<file path="src/verilog/sdram_bank_map.svh">
`ifndef SDRAM_BANK_MAP_SVH
`define SDRAM_BANK_MAP_SVH

// Column and burst geometry
`define COL_W 8
`define BURST_LEN 4'h4

// Timing in ns; cycle counts round up and never fall below one
`define CLK_PERIOD_NS 50
`define PRECHARGE_NS 20
`define WRITE_RECOVERY_NS 20
`define PRECHARGE_CYC \
  ((`PRECHARGE_NS + `CLK_PERIOD_NS - 1) / `CLK_PERIOD_NS)
`define WRITE_RECOVERY_CYC \
  ((`WRITE_RECOVERY_NS + `CLK_PERIOD_NS - 1) / `CLK_PERIOD_NS)

// Row, column and write strobe pattern of each command (active low)
`define PINS_NOP 3'h7
`define PINS_HALT 3'h6
`define PINS_READ 3'h5
`define PINS_WRITE 3'h4
`define PINS_ROW_OPEN 3'h3
`define PINS_CLOSE 3'h2
`define PINS_REFRESH 3'h1
`define PINS_MODE 3'h0
`endif

</file>
<file path="src/verilog/sdram_pkg.sv">
package sdram_pkg;
  // Decoded command on the pins
  typedef enum logic [3:0] {
    CMD_DESELECT = 4'h0,
    CMD_NOP = 4'h1,
    CMD_HALT = 4'h2,
    CMD_READ = 4'h3,
    CMD_READ_AC = 4'h4,
    CMD_WRITE = 4'h5,
    CMD_WRITE_AC = 4'h6,
    CMD_ROW_OPEN = 4'h7,
    CMD_CLOSE = 4'h8,
    CMD_CLOSE_ALL = 4'h9,
    CMD_REFRESH = 4'ha,
    CMD_MODE = 4'hb
  } cmd_kind_t;

  // State of one bank
  typedef enum logic [2:0] {
    ST_IDLE = 3'h0,
    ST_ROW_ACTIVE = 3'h1,
    ST_READ = 3'h2,
    ST_WRITE = 3'h3,
    ST_READ_AC = 3'h4,
    ST_WRITE_RECOVERY = 3'h5,
    ST_PRECHARGE = 3'h6
  } bank_state_t;
endpackage

</file>
<file path="src/verilog/cmd_if.sv">
`include "sdram_bank_map.svh"
interface cmd_if;
  sdram_pkg::cmd_kind_t kind;
  logic bank;
  logic [`COL_W-1:0] col;
  modport dec (output kind, output bank, output col);
  modport fsm (input kind, input bank, input col);
endinterface

</file>
<file path="src/verilog/sdram_bank_fsm.sv">
`include "sdram_bank_map.svh"
module sdram_bank_fsm (
  // Clock and reset
  input wire logic clock_in,
  input wire logic arst_n_in,
  // Command pins
  input wire logic cs_n_in,
  input wire logic ras_n_in,
  input wire logic cas_n_in,
  input wire logic we_n_in,
  input wire logic bank_sel_in,
  input wire logic a10_in,
  input wire logic [`COL_W-1:0] col_in,
  // Bank states
  output sdram_pkg::bank_state_t bank0_state_out,
  output sdram_pkg::bank_state_t bank1_state_out,
  // Burst beats
  output logic read_beat_out,
  output logic write_beat_out,
  output logic beat_bank_out,
  output logic [`COL_W-1:0] beat_col_out,
  // Command refused
  output logic illegal_out
);
  localparam logic [3:0] PRE_LOAD = 4'(`PRECHARGE_CYC - 1);
  localparam logic [3:0] WR_LOAD = 4'(`WRITE_RECOVERY_CYC - 1);

  cmd_if cmd ();

  cmd_decode u_decode (
    .cs_n_in(cs_n_in),
    .ras_n_in(ras_n_in),
    .cas_n_in(cas_n_in),
    .we_n_in(we_n_in),
    .bank_sel_in(bank_sel_in),
    .a10_in(a10_in),
    .col_in(col_in),
    .bus(cmd.dec)
  );

  sdram_pkg::bank_state_t state [2];
  sdram_pkg::bank_state_t next_state [2];
  logic [3:0] timer [2];
  logic [3:0] next_timer [2];
  logic autoclose [2];
  logic next_autoclose [2];
  logic [3:0] left;
  logic [3:0] next_left;
  logic next_read_beat;
  logic next_write_beat;
  logic next_beat_bank;
  logic [`COL_W-1:0] next_beat_col;
  logic next_illegal;
  logic tgt;
  logic bursting;

  // Bursting states of a bank
  function automatic logic in_burst(sdram_pkg::bank_state_t st);
    return st == sdram_pkg::ST_READ || st == sdram_pkg::ST_WRITE ||
           st == sdram_pkg::ST_READ_AC;
  endfunction

  // Where a burst lands when it runs out or another bank takes the bus
  function automatic sdram_pkg::bank_state_t burst_end(
      sdram_pkg::bank_state_t st);
    case (st)
      sdram_pkg::ST_WRITE: return sdram_pkg::ST_WRITE_RECOVERY;
      sdram_pkg::ST_READ_AC: return sdram_pkg::ST_PRECHARGE;
      default: return sdram_pkg::ST_ROW_ACTIVE;
    endcase
  endfunction

  // Commands the controller must not give in the target's state or the other bank's
  function automatic logic refused(sdram_pkg::cmd_kind_t k,
      sdram_pkg::bank_state_t st, sdram_pkg::bank_state_t oth);
    case (k)
      sdram_pkg::CMD_ROW_OPEN: return st != sdram_pkg::ST_IDLE;
      sdram_pkg::CMD_READ, sdram_pkg::CMD_READ_AC,
      sdram_pkg::CMD_WRITE, sdram_pkg::CMD_WRITE_AC:
        return !(st == sdram_pkg::ST_ROW_ACTIVE ||
                 st == sdram_pkg::ST_READ || st == sdram_pkg::ST_WRITE ||
                 st == sdram_pkg::ST_WRITE_RECOVERY);
      sdram_pkg::CMD_HALT, sdram_pkg::CMD_CLOSE:
        return st == sdram_pkg::ST_READ_AC;
      sdram_pkg::CMD_CLOSE_ALL:
        return st == sdram_pkg::ST_READ_AC || oth == sdram_pkg::ST_READ_AC;
      sdram_pkg::CMD_REFRESH, sdram_pkg::CMD_MODE:
        return st != sdram_pkg::ST_IDLE || oth != sdram_pkg::ST_IDLE;
      default: return 1'b0;
    endcase
  endfunction

  // Halt has no bank address, so it aims at the bank holding the bus
  assign tgt = (cmd.kind == sdram_pkg::CMD_HALT) ? beat_bank_out
                                                 : cmd.bank;
  assign bursting = in_burst(state[beat_bank_out]);

  // Next bank states, burst progress and command response
  always_comb begin
    next_state = state;
    next_timer = timer;
    next_autoclose = autoclose;
    next_left = left;
    next_read_beat = 1'b0;
    next_write_beat = 1'b0;
    next_beat_bank = beat_bank_out;
    next_beat_col = beat_col_out;
    next_illegal = 1'b0;
    // Timed states count down, then settle
    for (int b = 0; b < 2; b++) begin
      if (state[b] == sdram_pkg::ST_PRECHARGE ||
          state[b] == sdram_pkg::ST_WRITE_RECOVERY) begin
        if (timer[b] != 4'h0) begin
          next_timer[b] = timer[b] - 4'h1;
        end else if (state[b] == sdram_pkg::ST_PRECHARGE) begin
          next_state[b] = sdram_pkg::ST_IDLE;
        end else if (autoclose[b]) begin
          next_state[b] = sdram_pkg::ST_PRECHARGE;
          next_timer[b] = PRE_LOAD;
        end else begin
          next_state[b] = sdram_pkg::ST_ROW_ACTIVE;
        end
      end
    end
    // Running burst delivers a beat per cycle until it runs out
    if (bursting) begin
      if (left != 4'h0) begin
        next_left = left - 4'h1;
        next_beat_col = beat_col_out + `COL_W'(1);
        next_read_beat = state[beat_bank_out] != sdram_pkg::ST_WRITE;
        next_write_beat = state[beat_bank_out] == sdram_pkg::ST_WRITE;
      end else begin
        next_state[beat_bank_out] = burst_end(state[beat_bank_out]);
        next_timer[beat_bank_out] =
          (state[beat_bank_out] == sdram_pkg::ST_WRITE) ? WR_LOAD
                                                        : PRE_LOAD;
      end
    end
    // Illegal commands are flagged and otherwise ignored
    if (refused(cmd.kind, state[tgt], state[!tgt])) begin
      next_illegal = 1'b1;
    end else begin
      case (cmd.kind)
        sdram_pkg::CMD_HALT: begin
          if (bursting) begin
            next_state[beat_bank_out] = sdram_pkg::ST_ROW_ACTIVE;
            next_read_beat = 1'b0;
            next_write_beat = 1'b0;
          end
        end
        sdram_pkg::CMD_READ, sdram_pkg::CMD_READ_AC,
        sdram_pkg::CMD_WRITE, sdram_pkg::CMD_WRITE_AC: begin
          // One data bus: a burst on the other bank gives way
          if (bursting && beat_bank_out != tgt) begin
            next_state[beat_bank_out] = burst_end(state[beat_bank_out]);
            next_timer[beat_bank_out] =
              (state[beat_bank_out] == sdram_pkg::ST_WRITE) ? WR_LOAD
                                                            : PRE_LOAD;
          end
          case (cmd.kind)
            sdram_pkg::CMD_READ: next_state[tgt] = sdram_pkg::ST_READ;
            sdram_pkg::CMD_READ_AC: next_state[tgt] = sdram_pkg::ST_READ_AC;
            default: next_state[tgt] = sdram_pkg::ST_WRITE;
          endcase
          next_autoclose[tgt] = cmd.kind == sdram_pkg::CMD_WRITE_AC;
          next_beat_bank = tgt;
          next_beat_col = cmd.col;
          next_left = `BURST_LEN - 4'h1;
          next_read_beat = cmd.kind == sdram_pkg::CMD_READ ||
                           cmd.kind == sdram_pkg::CMD_READ_AC;
          next_write_beat = !next_read_beat;
        end
        sdram_pkg::CMD_ROW_OPEN: begin
          next_state[tgt] = sdram_pkg::ST_ROW_ACTIVE;
        end
        sdram_pkg::CMD_CLOSE, sdram_pkg::CMD_CLOSE_ALL: begin
          for (int b = 0; b < 2; b++) begin
            if ((cmd.kind == sdram_pkg::CMD_CLOSE_ALL || b == int'(tgt)) &&
                state[b] != sdram_pkg::ST_IDLE) begin
              next_state[b] = sdram_pkg::ST_PRECHARGE;
              next_timer[b] = PRE_LOAD;
              next_autoclose[b] = 1'b0;
              if (b == int'(beat_bank_out)) begin
                next_read_beat = 1'b0;
                next_write_beat = 1'b0;
              end
            end
          end
        end
        default: begin
        end
      endcase
    end
  end

  // Register everything; outputs come from these flops
  always_ff @(posedge clock_in or negedge arst_n_in) begin
    if (!arst_n_in) begin
      state <= '{sdram_pkg::ST_IDLE, sdram_pkg::ST_IDLE};
      timer <= '{4'h0, 4'h0};
      autoclose <= '{1'b0, 1'b0};
      left <= 4'h0;
      read_beat_out <= 1'b0;
      write_beat_out <= 1'b0;
      beat_bank_out <= 1'b0;
      beat_col_out <= `COL_W'(0);
      illegal_out <= 1'b0;
    end else begin
      state <= next_state;
      timer <= next_timer;
      autoclose <= next_autoclose;
      left <= next_left;
      read_beat_out <= next_read_beat;
      write_beat_out <= next_write_beat;
      beat_bank_out <= next_beat_bank;
      beat_col_out <= next_beat_col;
      illegal_out <= next_illegal;
    end
  end

  assign bank0_state_out = state[0];
  assign bank1_state_out = state[1];

  // Checks on the burst behaviour and on row open refusal
  logic quiet;
  logic same;
  sdram_pkg::bank_state_t burst_halt;
  assign quiet = cmd.kind == sdram_pkg::CMD_NOP ||
                 cmd.kind == sdram_pkg::CMD_DESELECT;
  assign same = cmd.bank == beat_bank_out;
  assign burst_halt = state[beat_bank_out];
endmodule

</file>
<file path="src/verilog/cmd_decode.sv">
`include "sdram_bank_map.svh"
module cmd_decode (
  // Command pins
  input wire logic cs_n_in,
  input wire logic ras_n_in,
  input wire logic cas_n_in,
  input wire logic we_n_in,
  input wire logic bank_sel_in,
  input wire logic a10_in,
  input wire logic [`COL_W-1:0] col_in,
  // Decoded command
  cmd_if.dec bus
);
  // Bank and column lines pass straight through; the strobes and a10 need decoding
  assign bus.bank = bank_sel_in;
  assign bus.col = col_in;

  // Strobe pattern to command; a10 picks auto-close or both banks
  always_comb begin
    bus.kind = sdram_pkg::CMD_DESELECT;
    if (!cs_n_in) begin
      case ({ras_n_in, cas_n_in, we_n_in})
        `PINS_NOP: bus.kind = sdram_pkg::CMD_NOP;
        `PINS_HALT: bus.kind = sdram_pkg::CMD_HALT;
        `PINS_READ: bus.kind = a10_in ? sdram_pkg::CMD_READ_AC
                                      : sdram_pkg::CMD_READ;
        `PINS_WRITE: bus.kind = a10_in ? sdram_pkg::CMD_WRITE_AC
                                       : sdram_pkg::CMD_WRITE;
        `PINS_ROW_OPEN: bus.kind = sdram_pkg::CMD_ROW_OPEN;
        `PINS_CLOSE: bus.kind = a10_in ? sdram_pkg::CMD_CLOSE_ALL
                                       : sdram_pkg::CMD_CLOSE;
        `PINS_REFRESH: bus.kind = sdram_pkg::CMD_REFRESH;
        `PINS_MODE: bus.kind = sdram_pkg::CMD_MODE;
        default: bus.kind = sdram_pkg::CMD_NOP;
      endcase
    end
  end
endmodule

</file>
<file path="config.mk">
export PLATFORM = sky130hd
export DESIGN_NAME = sdram_bank_fsm
export DESIGN_NICKNAME = d
export VERILOG_FILES = /design/src/verilog/sdram_pkg.sv /design/src/verilog/cmd_if.sv /design/src/verilog/sdram_bank_fsm.sv /design/src/verilog/cmd_decode.sv
export VERILOG_INCLUDE_DIRS = /design/src /design/src/verilog
export SDC_FILE = /design/constraint.sdc
export NUM_CORES = 1
export LEC_CHECK = 0
export BUFFER_PORTS_ARGS = -buffer_cell sky130_fd_sc_hd__buf_2
export CORE_MARGIN = 4
export CORE_UTILIZATION = 55
export DETAILED_ROUTE_END_ITERATION = 6
export PLACE_DENSITY = 0.84
export SLEW_MARGIN = 40
export SYNTH_ARGS = -nofsm -noshare
export SYNTH_HDL_FRONTEND = slang
export SYNTH_SLANG_ARGS = --single-unit
</file>
<file path="constraint.sdc">
create_clock -name clock_in -period 3.3 [get_ports clock_in]
set_input_delay 0.495 -clock clock_in [delete_from_list [all_inputs] [get_ports clock_in]]
set_output_delay 0.495 -clock clock_in [all_outputs]
set_load 0.03 [all_outputs]
</file>
== Word-level counts from Yosys, hierarchy flattened ==
Cells that the tools add are included.

* Bits of input ports: 16
* Output and inout bits: 18
* Register bits after elaboration: 32

* Order comparisons: 5
* Reduce and logical (&&, ||, !) cells: 36
* Equality and inequality tests: 34
* Muxes and demuxes: 97
* Bitwise operators: 23
* Add/sub/neg operators: 4

{| class="wikitable"
|+ Operators with widths
! cell !! number
|-
| 3-bit two-way mux || 27
|-
| 4-bit two-way mux || 16
|-
| 8-bit two-way mux || 8
|-
| 6-bit two-way mux || 7
|-
| 3-bit equality test (second input constant) || 12
|-
| 4-bit one-hot mux with 8 select lines || 1
|-
| 6-bit one-hot mux with 4 select lines || 1
|-
| 1-bit two-way mux || 22
|-
| 3-bit by 2-bit equality test with 1-bit output (second input constant) || 6
|-
| 4-bit AND || 4
|-
| 8-bit AND || 2
|-
| 4-bit by 3-bit equality test with 1-bit output (second input constant) || 4
|-
| 4-bit equality test (second input constant) || 4
|-
| 4-bit inverter || 4
|-
| 8-bit one-hot mux with 2 select lines || 1
|-
| 6-bit bitwise mux || 2
|-
| 1-bit logical OR || 12
|-
| 6-bit one-hot mux with 2 select lines || 1
|-
| 3-bit nonzero test || 4
|-
| 4-bit nonzero test || 3
|-
| 4-bit by 1-bit subtractor with 4-bit output (second input constant) || 3
|-
| 8-bit by 1-bit adder with 8-bit output (second input constant) || 1
|-
| 4-bit by 2-bit equality test with 1-bit output (second input constant) || 2
|-
| 8-bit inverter || 1
|-
| 29 further kinds || 51
|}

== Logic depth before layout (Yosys ltp) ==
* Word-level depth: 24
* Depth in mapped cells: 9
* Gate-level depth less buffers: 9

== Hierarchy ==
Synthesis repeated with hierarchy kept, for this count alone.

* Cell total of the unflattened synthesis: 400
* Area total of the unflattened synthesis: 2,997.9 µm²

{| class="wikitable"
|+ By module, submodules not included
! module !! area each (µm²) !! sequential area each (µm²) !! cells an instance !! instances
|-
| sdram_bank_fsm || 2,822.7 || 800.8 || 376 || 1
|-
| cmd_decode || 175.2 || 0.0 || 24 || 1
|}

== Worst setup path before layout ==
OpenSTA, ideal clock, no wires.

* Path kind: input port to flip-flop
* Start: input port cs_n_in
* End: register state (netlist bit bank0_state_out[0])
* Stages on the path: 8
* Path slack: 0.970 ns
* Arrival: 2.195 ns
* Setup time: 0.135 ns
* Path buffers: 1
* Cell sequence: and4bb_1 > buf_6 > mux2i_4 > mux2i_1 > o21ai_1 > a21o_1 > o41ai_2 > a22oi_1

{| class="wikitable"
|+ RTL lines
! element !! line !! source
|-
| start, declared || sdram_bank_fsm.sv:7 || <nowiki>input wire logic cs_n_in,</nowiki>
|-
| end signal, assigned || sdram_bank_fsm.sv:199 || <nowiki>state <= '{sdram_pkg::ST_IDLE, sdram_pkg::ST_IDLE};</nowiki>
|-
| end signal, assigned || sdram_bank_fsm.sv:209 || <nowiki>state <= next_state;</nowiki>
|-
| end, declared || sdram_bank_fsm.sv:41 || <nowiki>sdram_pkg::bank_state_t state [2];</nowiki>
|}

== Worst setup path in the final report ==
* Start: input port cs_n_in
* End: register read_beat_out

* Longest elaborated chain between the ends: 14
* Elaborated cells on any way between the ends: 51
* Those cells by class: eq/ne: 16; mux: 14; bitwise: 3; reduce/logical: 18

{| class="wikitable"
|+ Ends and longest elaborated chain
! element !! line !! source
|-
| 4-bit two-way mux * || cmd_decode.sv:21 || <nowiki>if (!cs_n_in) begin</nowiki>
|-
| 4-bit by 2-bit equality test with 1-bit output || sdram_bank_fsm.sv:76, sdram_bank_fsm.sv:94, sdram_bank_fsm.sv:143 ||
|-
| 1-bit two-way mux || sdram_bank_fsm.sv:94 || <nowiki>assign tgt = (cmd.kind == sdram_pkg::CMD_HALT) ? beat_bank_out</nowiki>
|-
| 1-bit inverter with 2-bit output (not written as such) || sdram_bank_fsm.sv:140 || <nowiki>if (refused(cmd.kind, state[tgt], state[!tgt])) begin</nowiki>
|-
| 3-bit two-way mux (not written as such) (3 in a row) || sdram_bank_fsm.sv:140 ||
|-
| 3-bit by 1-bit equality test with 1-bit output / 3-bit by 2-bit equality test with 1-bit output (equally long branches) || sdram_bank_fsm.sv:80, sdram_bank_fsm.sv:81 ||
|-
| 1-bit logical OR || sdram_bank_fsm.sv:80 || <nowiki>return !(st == sdram_pkg::ST_ROW_ACTIVE ||</nowiki>
|-
| 1-bit logical OR (2 in a row) || sdram_bank_fsm.sv:81 || <nowiki>st == sdram_pkg::ST_READ || st == sdram_pkg::ST_WRITE ||</nowiki>
|-
| 1-bit zero test || sdram_bank_fsm.sv:80 ||
|-
| 1-bit one-hot mux with 5 select lines || sdram_bank_fsm.sv:76 || <nowiki>case (k)</nowiki>
|-
| 1-bit two-way mux * || sdram_bank_fsm.sv:140 ||
|-
| via next_read_beat || sdram_bank_fsm.sv:49 || <nowiki>logic next_read_beat;</nowiki>
|-
| end signal, assigned || sdram_bank_fsm.sv:213 || <nowiki>read_beat_out <= next_read_beat;</nowiki>
|-
| end, declared || sdram_bank_fsm.sv:18 || <nowiki>output logic read_beat_out,</nowiki>
|}

The timed path passes the listed nets; every way through them passes the cells marked *. The select of a mux whose other input is x is not followed.
A chain may end at the register's enable or synchronous reset.

==> run metrics <==
status completed; R2R cell count 7; TNS Setup 0 ns; chip width 77.5 µm; DR vias 2,645; detailed router's first-iteration violation count 181; ys async rst share 1.00; hold slack 0.255 ns; WL met2 3.20 mm; CP Buf/Inv Count 1; post_cts resized 0; switch share 0.457; Die ar. 6010 µm²; Max Clk Rate 0.376 GHz; ys flop type dfrtp_1; fillcell total 412; total wire length 6.92 mm; gate count after technology mapping 335; Synth top area share 0.301; NumNets Final 386; initial antenna violation count 0; critical path depth 8; DR vias/cell 6.31; core area 4690 µm²; Synth Net Count 357; flop and latch count out of synthesis 32; r2r startpoint bank0_state_out[2]; DIE HEIGHT 77.5 µm; Pint 1080 µW; placed cells 411; PnR worst setup slack 0.638 ns; Worst Skew 0.0112 ns; worst-path cell chain buf_2 -> and4bb_1 -> mux2i_4 -> mux2i_1 -> nor4_4 -> a21oi_2 -> nand2_1 -> a32o_1; CP max stage cell and4bb_1; CTS tree done; number of global-route vias before repair 2,484; worst-skew pair later-pin latency 0.29 ns; DRC Markers 0; H-tree levels 2; worst hold path class in2async; CP Launch Point cs_n_in; minimum clock period 2.66 ns; Max Slew Vio Count 0; Worst Path Class, Setup in2reg; # diodes 0; maximum number of pins on one net before global-route repair 33; Psw 911 µW; Cell variety after synth 64; Final setup violation count 0; All-Layer GR Usage 0.242; Synth area leaders dfrtp_1 (30%), nand2_1 (6.2%), nor2_1 (4.7%); commonest cells in the netlist nand2_1 (44), nor2_1 (33), dfrtp_1 (32); CTS Root Cell clkbuf_8; Clk pin slew, worst setup/hold paths 0.07 ns; io pins 34; max_slew headroom 0.520; post-CTS setup buffers 0; Seq/Total Area, Yosys 0.301; Tightest Pin Transition 0.720 ns; Gate power share 0.477; number of buffers created by CTS 5; Power Density 672 nW/µm²; Worst EP arrival 2.84 ns; met1 wire length 2.94 mm; clock group share of total power 0.188; Port-buffer cells 33; Initial Util 0.567; hold_buf cts 0; crit-path max cell delay 0.54 ns; total global routing overflow 0; Detail Placement HPWL 5.11 mm; CTS max path bufs 2; DP Worst Slack 0.387 ns; GPL Wtd Cong 1.00; Required @ worst endpoint 3.47 ns; Post-synth EDFFs 0; max_cap viols 0; DR top layer met4; clk sink count 32; part of the power in registers 0.335; Crit. End Element flop; final cycle utilization of the critical path 0.807; share of layout cells above drive strength 1 0.164; Leakage 0.00127 µW; P&R area growth vs syn 11.5%; RSZ-0062 raised after global routing no; dominant cell type by area after synthesis dfrtp_1; delay-heaviest family, CP simple AND/OR/NAND/NOR gates; Avg Cell Area, Syn 7.94 µm²; drt wl/cell 16.5 µm; row count 25; first-pass GRT wire length 11.9 mm; most common cell in the netlist nand2_1; WL met3 555 µm; antenna viol nets, final 0; non-filler instance count after layout 419; peak supply drop 0.487 mV; Worst Path Max Fanout 16; Syn Std Cell Area 2660 µm²; TritonRoute pass-1 iters 5; Final Hold Vio Count 0; Ys Warns 0; CP Launch Type input port
==> final timing paths <==
| path | endpoint | slack, ns |
|---|---|---|
| worst min-delay path | left[0] | 0.25 |
| worst max-delay path | read_beat_out | 0.64 |
| max in group asynchronous | illegal_out | 2.57 |
| worst min register to register | autoclose[1] | 0.52 |
| min in group clock_in | beat_col_out[7] | 0.41 |
| worst max register to register | beat_col_out[7] | 0.74 |
==> metal layers <==
layer	up-vias	global-route usage
li1	1279	-
met1	1225	0.335
met2	121	0.369
met3	20	0.0499
met4	0	0.0979
met5	-	0
==> cell families (layout without fill, tap and decap cells) <==
| group | count (synthesis) | in the layout | synth area share |
|---|---|---|---|
| simple gates | 150 | 150 | 0.294 |
| flops | 32 | 32 | 0.301 |
| fa+ha+maj | 6 | 6 | 0.0282 |
| compound gates | 87 | 87 | 0.221 |
| mux | 14 | 14 | 0.0583 |
| xor+xnor | 14 | 14 | 0.0461 |
| buf+inv | 32 | 62 | 0.0513 |
==> flip-flops by register name, indices dropped and copies added (netlist names) <==
signal	count
write_beat_out	1
autoclose	2
beat_bank_out	1
beat_col_out	8
timer	8
bank1_state_out	3
read_beat_out	1
illegal_out	1
bank0_state_out	3
left	4
==> power groups by stage <==
stage | combinational (µW) | sequential, µW | clock [µW]
after global placement | 920 | 662 | 0
after detailed placement | 941 | 673 | 0
after global routing | 1050 | 690 | 395
final | 951 | 667 | 374
after CTS | 948 | 667 | 377
after floorplan | 582 | 761 | 0
==> through the flow <==
stage / util / instance area (µm²) / total power (µW)
after floorplan: - / 2660 / 1340
after global placement: 0.609 / 2860 / 1580
after global routing: 0.632 / 2970 / 2140
after detailed placement: 0.609 / 2860 / 1610
final: 0.632 / 2970 / 1990
after CTS: 0.632 / 2970 / 1990
==> layout by cell type (no fill, tap or decap), drive strengths merged, types with 3 or more instances in the layout <==
master   netlist  layout
ha             6       6
nor2          33      33
nor3b          9       9
xnor2          6       6
nand3         11      11
nor3          12      12
o22ai          4       4
and3           3       3
o21ai         24      24
nor4           3       3
or4            3       3
buf            9      39
mux2i         12      12
o41ai          3       3
nand2b         6       6
inv           14      14
nor2b          6       6
and2           6       6
a21oi         21      21
a31oi          8       8
o211ai         3       3
o311ai         3       3
nand2         44      44
o2bb2ai        3       3
nand4          4       4
a311oi         3       3
o32ai          3       3
clkbuf         8       6
dfrtp         32      32
xor2           8       8
==> final cells by class <==
cell class | count | area (µm²) | area share
well taps | 54 | 67.6 | 0.0228
flip-flops and latches | 32 | 801 | 0.270
clock buffers | 6 | 72.6 | 0.0245
repair buffers | 39 | 210 | 0.0709
clock inverters | 2 | 35.0 | 0.0118
multi-input cells | 271 | 1720 | 0.581
inverters | 15 | 56.3 | 0.0190
(Power assumes the default switching activity.)
